File: config.mk
export PLATFORM = sky130hd
export DESIGN_NAME = kbc_host_port
export DESIGN_NICKNAME = d
export VERILOG_FILES = /design/src/hw/kbc_sync3.v /design/src/hw/kbc_pulse_gen.v /design/src/hw/kbc_host_port.v
export VERILOG_INCLUDE_DIRS = /design/src /design/src/hw
export SDC_FILE = /design/constraint.sdc
export NUM_CORES = 1
export LEC_CHECK = 0
export BUFFER_PORTS_ARGS = -buffer_cell sky130_fd_sc_hd__buf_2
export CORE_ASPECT_RATIO = 1.1
export CORE_UTILIZATION = 55
export CTS_CLUSTER_DIAMETER = 120
export DETAILED_ROUTE_END_ITERATION = 8
export PLACE_DENSITY = 0.84
export SETUP_SLACK_MARGIN = 0.15
export SLEW_MARGIN = 20
export SYNTH_ARGS = -nofsm -noshare
export SYNTH_HDL_FRONTEND = slang
export SYNTH_SLANG_ARGS = --single-unit
File: constraint.sdc
create_clock -name clk -period 4.9 [get_ports clk]
set_clock_uncertainty 0.05 [all_clocks]
set_input_delay 0.49 -clock clk [delete_from_list [all_inputs] [get_ports clk]]
set_output_delay 0.49 -clock clk [all_outputs]
set_load 0.1 [all_outputs]
File: src/hw/kbc_map.vh
// Notes on behaviour
// Core write of mailbox loads host read buffer, sets output full, raises irq if enabled.
// Core read returns last host written byte and clears input full.
// Status register clears on reset; host reads only, core reads and writes.
// Status bits 7..4 and 2 are user bits written only by core.
// Status bit 3 marks command or data, loaded from host address bit 2.
// Host write sets input full and core interrupt; core read clears both.
// Core write sets output full; host read of data clears it.
// Reset source holds reset at least 24 periods of 16 MHz.
// Block runs on a single clock derived externally; no clock loading logic here.
// Reset releases keyboard and mouse lines to inputs and zeroes status.
// Fast gate port answers host only when configuration bit 2 is set.
// Fast gate port reserved bits read fixed 00, 1, 0, 0, 1.
// Writing port bit 1 sets alternate address gate level.
// Writing 1 to port bit 0 pulses alternate reset low after 14 us for 6 us.
// Bit 0 must return to 0 before another pulse; rewriting 1 does not retrigger.
// Reset clears port bit 0 and holds alternate reset high.
// Enabled alternate reset ANDed with controller reset pulse, polarity selectable, to pin.
// Address mask output low only when gate port bit and alternate gate both low.
// Reset drives alternate address gate low.
// Host data address write clears command flag; command address write sets it.
// With flag gating and irq port bit set, output full drives keyboard irq; else low. Without flag gating the code drives the irq port bit level instead.
// Disabled fast gate port ignores host writes and does not drive data bus.
`ifndef KBC_MAP_VH
`define KBC_MAP_VH
`define KBC_ADDR_DATA        16'h0060
`define KBC_ADDR_CMD         16'h0064
`define KBC_ADDR_FAST        16'h0092
`define KBC_FAST_RESET       8'h24
`define KBC_FAST_FIXED       8'h24
`define KBC_STATUS_RESET     8'h00
`define KBC_BIT_OUTFULL      0
`define KBC_BIT_INFULL       1
`define KBC_BIT_CMD          3
`define KBC_USER_MASK        8'hF4
`define KBC_CFG_FAST_EN      2
`define KBC_CLK_MHZ          20
`define KBC_DELAY_NS         14000
`define KBC_WIDTH_NS         6000
`define KBC_DELAY_CYC        ((`KBC_DELAY_NS * `KBC_CLK_MHZ + 999) / 1000)
`define KBC_WIDTH_CYC        ((`KBC_WIDTH_NS * `KBC_CLK_MHZ + 999) / 1000)
`endif

File: src/hw/kbc_sync3.v
`timescale 1ns/1ps
`default_nettype none
// -----------------------------------------------------------------------------
// Three stage synchroniser with agreement filter
// -----------------------------------------------------------------------------
module kbc_sync3 (
    // Clock and reset.
    input  wire clk,
    input  wire nrst,
    // Asynchronous level in, filtered level out.
    input  wire asyncIn,
    output reg  syncOut
);
    reg s1Q;
    reg s2Q;
    reg s3Q;

    // The first stage feeds only the second; output moves when stages two and three agree.
    always @(posedge clk or negedge nrst) begin
        if (!nrst) begin
            s1Q     <= 1'b0;
            s2Q     <= 1'b0;
            s3Q     <= 1'b0;
            syncOut <= 1'b0;
        end else begin
            s1Q <= asyncIn;
            s2Q <= s1Q;
            s3Q <= s2Q;
            if (s2Q == s3Q) begin
                syncOut <= s3Q;
            end
        end
    end
endmodule // kbc_sync3
`default_nettype wire

File: src/hw/kbc_pulse_gen.v
`timescale 1ns/1ps
`default_nettype none
`include "kbc_map.vh"
// -----------------------------------------------------------------------------
// Alternate reset pulse timer
// -----------------------------------------------------------------------------
module kbc_pulse_gen (
    // Clock and reset.
    input  wire clk,
    input  wire nrst,
    // One-cycle start request.
    input  wire start,
    // Active-low reset pulse, registered.
    output reg  pulseN
);
    localparam [2:0] ST_IDLE  = 3'b001;
    localparam [2:0] ST_DELAY = 3'b010;
    localparam [2:0] ST_PULSE = 3'b100;
    // Counts are worked out as integers, then cut to the counter width on purpose.
    localparam integer DELAY_LAST_I = `KBC_DELAY_CYC - 1;
    localparam integer WIDTH_LAST_I = `KBC_WIDTH_CYC - 1;
    localparam [9:0]   DELAY_LAST   = DELAY_LAST_I[9:0];
    localparam [9:0]   WIDTH_LAST   = WIDTH_LAST_I[9:0];

    reg [2:0] stateQ;
    reg [9:0] cntQ;

    // Wait the delay, then hold the pulse low for the width; a start mid-pulse is dropped.
    always @(posedge clk or negedge nrst) begin
        if (!nrst) begin
            stateQ <= ST_IDLE;
            cntQ   <= 10'h000;
            pulseN <= 1'b1;
        end else begin
            case (stateQ)
                ST_IDLE: begin
                    cntQ <= 10'h000;
                    if (start) begin
                        stateQ <= ST_DELAY;
                    end
                end
                ST_DELAY: begin
                    if (cntQ == DELAY_LAST) begin
                        cntQ   <= 10'h000;
                        pulseN <= 1'b0;
                        stateQ <= ST_PULSE;
                    end else begin
                        cntQ <= cntQ + 10'h001;
                    end
                end
                ST_PULSE: begin
                    if (cntQ == WIDTH_LAST) begin
                        pulseN <= 1'b1;
                        stateQ <= ST_IDLE;
                    end else begin
                        cntQ <= cntQ + 10'h001;
                    end
                end
                default: begin
                    stateQ <= ST_IDLE;
                    pulseN <= 1'b1;
                end
            endcase
        end
    end
endmodule // kbc_pulse_gen
`default_nettype wire

File: src/hw/kbc_host_port.v
`timescale 1ns/1ps
`default_nettype none
`include "kbc_map.vh"
// -----------------------------------------------------------------------------
// Host mailbox, fast gate port and reset logic
// -----------------------------------------------------------------------------
module kbc_host_port (
    // Clock and reset.
    input  wire       clk,  // Single clock from outside; no clock loading logic here
    input  wire       nrst,
    // Host I/O bus, pins from outside this clock domain.
    input  wire [15:0] hostAddr,
    input  wire        hostRdN,
    input  wire        hostWrN,
    input  wire [7:0]  hostDataIn,
    output reg  [7:0]  hostDataOut,
    output reg         hostDataOe,
    // Controller core side, same clock, one-cycle strobes.
    input  wire        coreDataWr,
    input  wire        coreDataRd,
    input  wire        coreStatusWr,
    input  wire [7:0]  coreDataIn,
    output reg  [7:0]  coreMailboxBuffer,
    output reg  [7:0]  coreStatus,
    output reg         coreInputFullInterrupt,
    input  wire        coreIbfIrqEnable,
    // Controller core port bits and flag mode.
    input  wire        enableFlags,
    input  wire        keyboardIrqPortBit,
    input  wire        controllerGatePortBit,
    input  wire        controllerResetPulse,
    // Configuration.
    input  wire [7:0]  fastPortConfig,
    input  wire        resetPolarityInvert,
    // System outputs.
    output reg         keyboardInterrupt,
    output reg         cpuAddrMaskOut,
    output reg         alternateAddressGate,
    output reg         alternateResetOut,
    output reg         keyboardResetPin,
    // Keyboard and mouse open-drain lines, enables high while driving low.
    output reg         keyboardClockOe,
    output reg         keyboardDataOe,
    output reg         mouseClockOe,
    output reg         mouseDataOe
);
    // -------------------------------------------------------------------------
    // Host strobe synchronisation
    // -------------------------------------------------------------------------
    wire rdSync;
    wire wrSync;
    reg  rdPrevQ;
    reg  wrPrevQ;

    // Strobes are active low on the pins; synchronise their active sense.
    kbc_sync3 u_syncRd (
        .clk     (clk),
        .nrst    (nrst),
        .asyncIn (~hostRdN),
        .syncOut (rdSync)
    );
    kbc_sync3 u_syncWr (
        .clk     (clk),
        .nrst    (nrst),
        .asyncIn (~hostWrN),
        .syncOut (wrSync)
    );

    // Edge memory so each host cycle acts once.
    always @(posedge clk or negedge nrst) begin
        if (!nrst) begin
            rdPrevQ <= 1'b0;
            wrPrevQ <= 1'b0;
        end else begin
            rdPrevQ <= rdSync;
            wrPrevQ <= wrSync;
        end
    end

    // Address and data are assumed stable by the time the filtered strobe has settled.
    wire hostRdStart = rdSync & ~rdPrevQ;
    wire hostWrStart = wrSync & ~wrPrevQ;
    wire selData     = (hostAddr == `KBC_ADDR_DATA);
    wire selCmd      = (hostAddr == `KBC_ADDR_CMD);
    wire fastEn      = fastPortConfig[`KBC_CFG_FAST_EN];
    wire selFast     = (hostAddr == `KBC_ADDR_FAST) & fastEn;

    // -------------------------------------------------------------------------
    // Mailbox registers
    // -------------------------------------------------------------------------
    reg [7:0] hostReadBufQ;
    reg [7:0] hostWriteBufQ;
    reg [7:0] statusQ;
    reg [7:0] fastPortQ;

    // Data buffers have no defined reset value; kept unreset to match the part.
    always @(posedge clk) begin
        if (coreDataWr) begin
            hostReadBufQ <= coreDataIn;
        end
        if (hostWrStart && (selData || selCmd)) begin
            hostWriteBufQ <= hostDataIn;
        end
    end

    // Status: host events win over core clears in the same cycle.
    always @(posedge clk or negedge nrst) begin
        if (!nrst) begin
            statusQ <= `KBC_STATUS_RESET;
        end else begin
            if (coreStatusWr) begin
                statusQ <= (statusQ & ~`KBC_USER_MASK) | (coreDataIn & `KBC_USER_MASK);
            end
            if (coreDataRd) begin
                statusQ[`KBC_BIT_INFULL] <= 1'b0;
            end
            if (hostRdStart && selData) begin
                statusQ[`KBC_BIT_OUTFULL] <= 1'b0;
            end
            if (coreDataWr) begin
                statusQ[`KBC_BIT_OUTFULL] <= 1'b1;
            end
            if (hostWrStart && (selData || selCmd)) begin
                statusQ[`KBC_BIT_INFULL] <= 1'b1;
                statusQ[`KBC_BIT_CMD]    <= hostAddr[2];
            end
        end
    end

    // -------------------------------------------------------------------------
    // Fast gate port
    // -------------------------------------------------------------------------
    reg  altStartQ;

    // Only bits 1 and 0 are stored; a pulse starts on a 0 to 1 change of bit 0.
    always @(posedge clk or negedge nrst) begin
        if (!nrst) begin
            fastPortQ <= `KBC_FAST_RESET;
            altStartQ <= 1'b0;
        end else begin
            altStartQ <= 1'b0;
            if (hostWrStart && selFast) begin
                fastPortQ <= `KBC_FAST_FIXED | {6'h00, hostDataIn[1:0]};
                altStartQ <= hostDataIn[0] & ~fastPortQ[0];
            end
        end
    end

    wire altPulseN;

    kbc_pulse_gen u_pulse (
        .clk    (clk),
        .nrst   (nrst),
        .start  (altStartQ),
        .pulseN (altPulseN)
    );

    // -------------------------------------------------------------------------
    // Host read data and bus drive
    // -------------------------------------------------------------------------
    always @(posedge clk or negedge nrst) begin
        if (!nrst) begin
            hostDataOut <= 8'h00;
            hostDataOe  <= 1'b0;
        end else begin
            hostDataOe <= rdSync & (selData | selCmd | selFast);
            if (selData) begin
                hostDataOut <= hostReadBufQ;
            end else if (selCmd) begin
                hostDataOut <= statusQ;
            end else if (selFast) begin
                hostDataOut <= `KBC_FAST_FIXED | {6'h00, fastPortQ[1:0]};
            end else begin
                hostDataOut <= 8'h00;
            end
        end
    end

    // -------------------------------------------------------------------------
    // Registered outputs
    // -------------------------------------------------------------------------
    // Every top output is registered; gating adds one cycle of latency.
    always @(posedge clk or negedge nrst) begin
        if (!nrst) begin
            coreMailboxBuffer      <= 8'h00;
            coreStatus             <= 8'h00;
            coreInputFullInterrupt <= 1'b0;
            keyboardInterrupt      <= 1'b0;
            cpuAddrMaskOut         <= 1'b0;
            alternateAddressGate   <= 1'b0;
            alternateResetOut      <= 1'b1;
            keyboardResetPin       <= 1'b1;
            keyboardClockOe        <= 1'b0;
            keyboardDataOe         <= 1'b0;
            mouseClockOe           <= 1'b0;
            mouseDataOe            <= 1'b0;
        end else begin
            coreMailboxBuffer      <= hostWriteBufQ;
            coreStatus             <= statusQ;
            coreInputFullInterrupt <= statusQ[`KBC_BIT_INFULL] & coreIbfIrqEnable;
            if (enableFlags) begin
                keyboardInterrupt <= keyboardIrqPortBit & statusQ[`KBC_BIT_OUTFULL];
            end else begin
                keyboardInterrupt <= keyboardIrqPortBit;
            end
            alternateAddressGate <= fastPortQ[1];
            cpuAddrMaskOut       <= controllerGatePortBit | fastPortQ[1];
            alternateResetOut    <= altPulseN;
            keyboardResetPin     <= (controllerResetPulse & (altPulseN | ~fastEn))
                                    ^ resetPolarityInvert;
            keyboardClockOe      <= 1'b0;
            keyboardDataOe       <= 1'b0;
            mouseClockOe         <= 1'b0;
            mouseDataOe          <= 1'b0;
        end
    end
endmodule // kbc_host_port
`default_nettype wire

== After elaboration in Yosys (flattened, before gate mapping) ==
Cells that the tools add are included.
Word-level totals
  register bits: 82
  output and inout bits: 35
Operators by class
  reductions and logical operators: 11
  bitwise operators: 21
  mux-type cells: 21
  eq/ne operators: 14
  add/sub/neg operators: 1
Operators with widths (count)
  $eq 16x7->1 const B: 2
  $pmux 10 s3: 1
  $mux 10: 2
  $eq 16x8->1 const B: 1
  $mux 8: 2
  $add 10x1->10 const B: 1
  $eq 10x7->1 const B: 1
  $eq 10x9->1 const B: 1
  $mux 1: 9
  $mux 3: 3
  $pmux 3 s3: 1
  $reduce_bool 3->1: 3
  $and 1x1->1: 8
  $or 4x8->8: 1
  $not 1->1: 7
  $mux 6: 1
  $reduce_and 3->1: 2
  $mux 4: 1
  $ne 2x1->1 const B: 2
  $ne 2x2->1 const B: 2
  $or 1x1->1: 4
  $eq 3x1->1 const B: 1
  $eq 3x2->1 const B: 1
  $eq 3x3->1 const B: 1
  other kinds (7): 10

== Depth between registers and ports, before layout ==
  depth in word-level cells: 5
  gate-level depth with buffers: 7
  gate-level depth less buffers: 6

== By module ==
A second synthesis with hierarchy kept.
Unflattened totals
  cells, all modules: 231
  area, all modules: 3228.1 um^2
By module, submodules not included
  kbc_host_port: sequential area each 1584.0 um^2, instances 1, cells an instance 128, area each 2127.0 um^2
  kbc_pulse_gen: sequential area each 352.8 um^2, instances 1, cells an instance 93, area each 878.3 um^2
  kbc_sync3: sequential area each 100.1 um^2, instances 2, cells an instance 5, area each 111.4 um^2

== Worst setup path before layout ==
Ideal clock, no wire load.
  path type: input -> register
  start: input port hostAddr[13]
  end: register statusQ[3]
  stages: 5
  buffers on the path: 0
  arrival: 2.186 ns
  required time: 4.725 ns
  path slack: 2.540 ns
  path through: nor4_1 nand3_1 or4_1 nor2_1 mux2_2
Between the ends
  cells in the longest elaborated chain, start to end: 4
  elaborated cells on any way between the ends: 6
  classes of those cells: eq/ne: 2; mux: 1; reduce/logical: 3
RTL lines
  from (decl): line kbc_host_port.v:12  | input wire [15:0] hostAddr,
  $eq 16x7->1 (no source line)
  $logic_or 1x1->1 (*): line kbc_host_port.v:123  | if (hostWrStart && (selData || selCmd)) begin
  $logic_and 1x1->1 (*): line kbc_host_port.v:123
  $mux 1 or $reduce_bool 2->1 (tied branches)
  to (signal assigned): line kbc_host_port.v:109  | statusQ <= `KBC_STATUS_RESET;
  to (signal assigned): line kbc_host_port.v:112  | statusQ <= (statusQ & ~`KBC_USER_MASK) | (coreDataIn & `KBC_USER_MASK);
  to (signal, indexed assignment): line kbc_host_port.v:125  | statusQ[`KBC_BIT_CMD] <= hostAddr[2];
  to (decl): line kbc_host_port.v:93  | reg [7:0] statusQ;
Mark *: on every way between the ends. The rest lies on a longest branch, timed or not.
A chain may end at the register's enable or synchronous reset.

== Worst setup path in the final report ==
Ends and elaborated chain as after synthesis.

==> flow_metrics.py <==
metrics = {
    "critical_path": {
        "crit_buf_inv": 1,
        "reg2reg_from": "u_pulse.cntQ[3]",
        "cpLargestDelayFamily": "simple AND/OR/NAND/NOR gates",
        "required_ns": 5.08,
        "path_depth": 6,
        "r2r_end": "u_pulse.cntQ[8]",
        "cp-end-kind": "register",
        "rrSetupSlack_ns": 2.73,
        "arrival_ns": 2.75,
        "startpoint": "hostAddr[13]",
        "critPathKind": "in -> reg",
        "slowest_delay_ns": 0.70,
        "startpoint_type": "primary input",
        "crit_end": "statusQ[3]",
        "path_cells": "buf_2, nor4_1, nand3_1, or4_1, nor2_1, mux2_2",
        "critPathSlowestCell": "or4_1",
        "crit_fanout": 12,
        "rr_worst_depth": 5,
    },
    "timing": {
        "tns_ns": 0,
        "fin_crit_ns": 2.58,
        "period_share_pct": 52.6,
        "worst_hold_slack_ns": 0.237,
        "rsz0062_at_grt": "no",
        "finalHoldViolations": 0,
        "tightest_slew_ns": 0.805,
        "fmaxAchievable_ghz": 0.388,
        "final-setup-viol-count": 0,
        "max-slew-margin-rel_pct": 46.3,
        "worst_slack_ns": 2.32,
        "drv_slew": 0,
    },
    "cells_and_area": {
        "area_growth_syn_to_layout_pct": 19.9,
        "antennaDiodeCount": 0,
        "post-route-util_pct": 70.6,
        "num-nets-final": 348,
        "layout-drive-gt1-share_pct": 37.5,
        "final_cell_area_sq_um": 3630,
    },
    "pwr": {
        "p_sw_uw": 318,
        "seq_power_share_pct": 57.7,
        "leakage_uw": 0.00169,
        "swShare_pct": 25.3,
        "vdd_ir_drop_max_mv": 0.265,
        "power_density_nw_per_um2": 347,
        "p_comb_share_pct": 8.9,
        "p_int_uw": 941,
        "p_clk_share_pct": 33.4,
    },
    "yosys": {
        "yosysMostFrequentCell": "dfrtp_1",
        "synthArstFlopShare_pct": 80.5,
        "synth_area_per_cell_sq_um": 14.3,
        "synthFlopType": "dfrtp_1",
        "synth_edf_count": 16,
        "synth_warnings": 0,
        "synth_xor_area_share_pct": 2.32,
        "muxShareOfSynthArea_pct": 5.63,
        "yosys.area_share.simple_pct": 11.4,
        "netlist_area_sq_um": 3020,
        "seq_area_frac_synth_pct": 70.7,
        "synth.area.top_cells": "dfrtp_1, edfxtp_1, dfstp_2",
        "ys_seq_elements": 82,
        "synth_compound_area_share_pct": 5.88,
        "yosysUniqueCellTypes": 50,
        "synth_top_cells_by_count": "dfrtp_1, edfxtp_1, nor2_1",
        "synthAdderAreaFrac_pct": 1.08,
        "synth_top_area_share_pct": 51.3,
        "synth_top_family_by_area": "simple AND/OR/NAND/NOR gates",
        "syn_inst": 212,
        "synth_top_cell_by_area": "dfrtp_1",
    },
    "run": {
        "maxCapViolCount": 0,
    },
    "floorplanning": {
        "initial_core_util_pct": 58.9,
        "coreArea_sq_um": 5130,
        "num_io_pins": 88,
        "die_y_microns": 79.8,
        "die_area_sq_um": 5800,
        "rows": 27,
        "die_w_microns": 72.7,
    },
    "clock_tree": {
        "cts_hold_buffers": 0,
        "clock_latency_ns": 0.33,
        "clk_pin_slew_ns": 0.08,
        "cts_sinks": 82,
        "postCtsSetupRepairBufs": 0,
        "cts_tree": "done",
        "htreeDepth": 3,
        "numCtsBuffers": 9,
        "cts-root-buf": "clkbuf_8",
        "cts_resized": 0,
        "cts_buffer_depth": 2,
    },
    "grt": {
        "grt_first_pass_wirelength_mm": 8.67,
        "use_met3_pct": 7.83,
        "grtUsageMet1_pct": 25.9,
        "antenna_found_initial": 0,
        "grt_pass1_vias": 1892,
        "grt_max_degree": 67,
        "met2_usage_pct": 31.6,
        "grt_usage_pct": 20.4,
        "busiest_layer": "met2",
        "overflow": 0,
    },
    "hold_path": {
        "hold_path.class": "in -> reg",
    },
    "placement": {
        "placed_area_sq_um": 3460,
        "dp_slack_ns": 1.95,
        "port_buffers": 76,
        "post-dp-hpwl_mm": 3.57,
        "routabilityCongestion": 0.813,
    },
    "route": {
        "ant_nets": 0,
        "vias": 1863,
        "drtIter0Drc": 74,
        "drc_errors": 0,
        "routed_wl_mm": 5.08,
        "firstDrtPassIters": 4,
        "via_per_inst": 5.02,
        "wl_per_cell_microns": 13.7,
    },
    "run_status": {
        "status": "finished, final reports clean",
    },
}
==> logic make-up after synthesis <==
logic type / Yosys count
flops: 82
simple gates: 60
compound gates: 25
buf+inv: 17
mux: 16
xor+xnor: 8
fa+ha+maj: 3
other cells: 1
==> how the worst min path moves through the flow <==
stage,startpoint,endpoint,cells after the start
finish,hostWrN,u_syncWr.s1Q,2
global route,hostRdN,u_syncRd.s1Q,2
CTS,hostWrN,u_syncWr.s1Q,2
detailed placement,hostWriteBufQ[5],coreMailboxBuffer[5],0
global placement,hostWriteBufQ[2],coreMailboxBuffer[2],0
floorplan,nrst,altStartQ,0
==> routing by layer <==
layer,routed length [microns],vias to the layer above,part of all wire [%]
met1,2170,900,43
met5,0,-,0
li1,-,899,-
met4,44,0,0.87
met2,2540,60,50
met3,329,4,6.5
==> power by group through the flow <==
stage	clock network [uW]	registers [uW]	logic [uW]
final	420	726	113
after global routing	460	728	120
after CTS	434	726	114
after detailed placement	0	740	114
after global placement	0	738	112
after floorplan	0	781	32.5
==> placed cells by master, fill, tap and decap left out, drive strengths merged, types with 7 or more instances in the layout <==
cell,count
mux2i,8
inv,9
nor2,17
o21ai,7
dfrtp,62
buf,77
mux2,8
nand2,8
clkbuf,11
edfxtp,16
==> stage by stage <==
stage | cells | power (uW)
after floorplan | 215 | 814
after global placement | 355 | 851
after detailed placement | 355 | 854
after CTS | 371 | 1270
after global routing | 371 | 1310
final | 371 | 1260
==> area by class of cell <==
cell class                      count  area, sq um
Tap cell                           72         90.1
Clock inverter                      5         28.8
Multi-Input combinational cell    116          811
Fill cell                         389         1510
Clock buffer                       11          141
Timing Repair Buffer               77          388
Inverter                            8         30.0
Sequential cell                    82         2140
==> sequential cells by signal (all words and copies together), names as in the netlist, 2 cells and up <==
| signal | cells |
|---|---|
| statusQ | 8 |
| hostWriteBufQ | 8 |
| u_pulse.stateQ | 3 |
| u_pulse.cntQ | 10 |
| coreStatus | 8 |
| hostReadBufQ | 8 |
| hostDataOut | 8 |
| coreMailboxBuffer | 8 |
| fastPortQ | 2 |
==> worst reg2reg max path, cell delays in order (launching register included) <==
cell and delay, ns:
dfrtp_1 0.45, or4b_4 0.61, nor3_1 0.34, nand3b_1 0.18, a21oi_2 0.33, nor2_1 0.10
No activity file was read; power rests on OpenSTA's default activity.
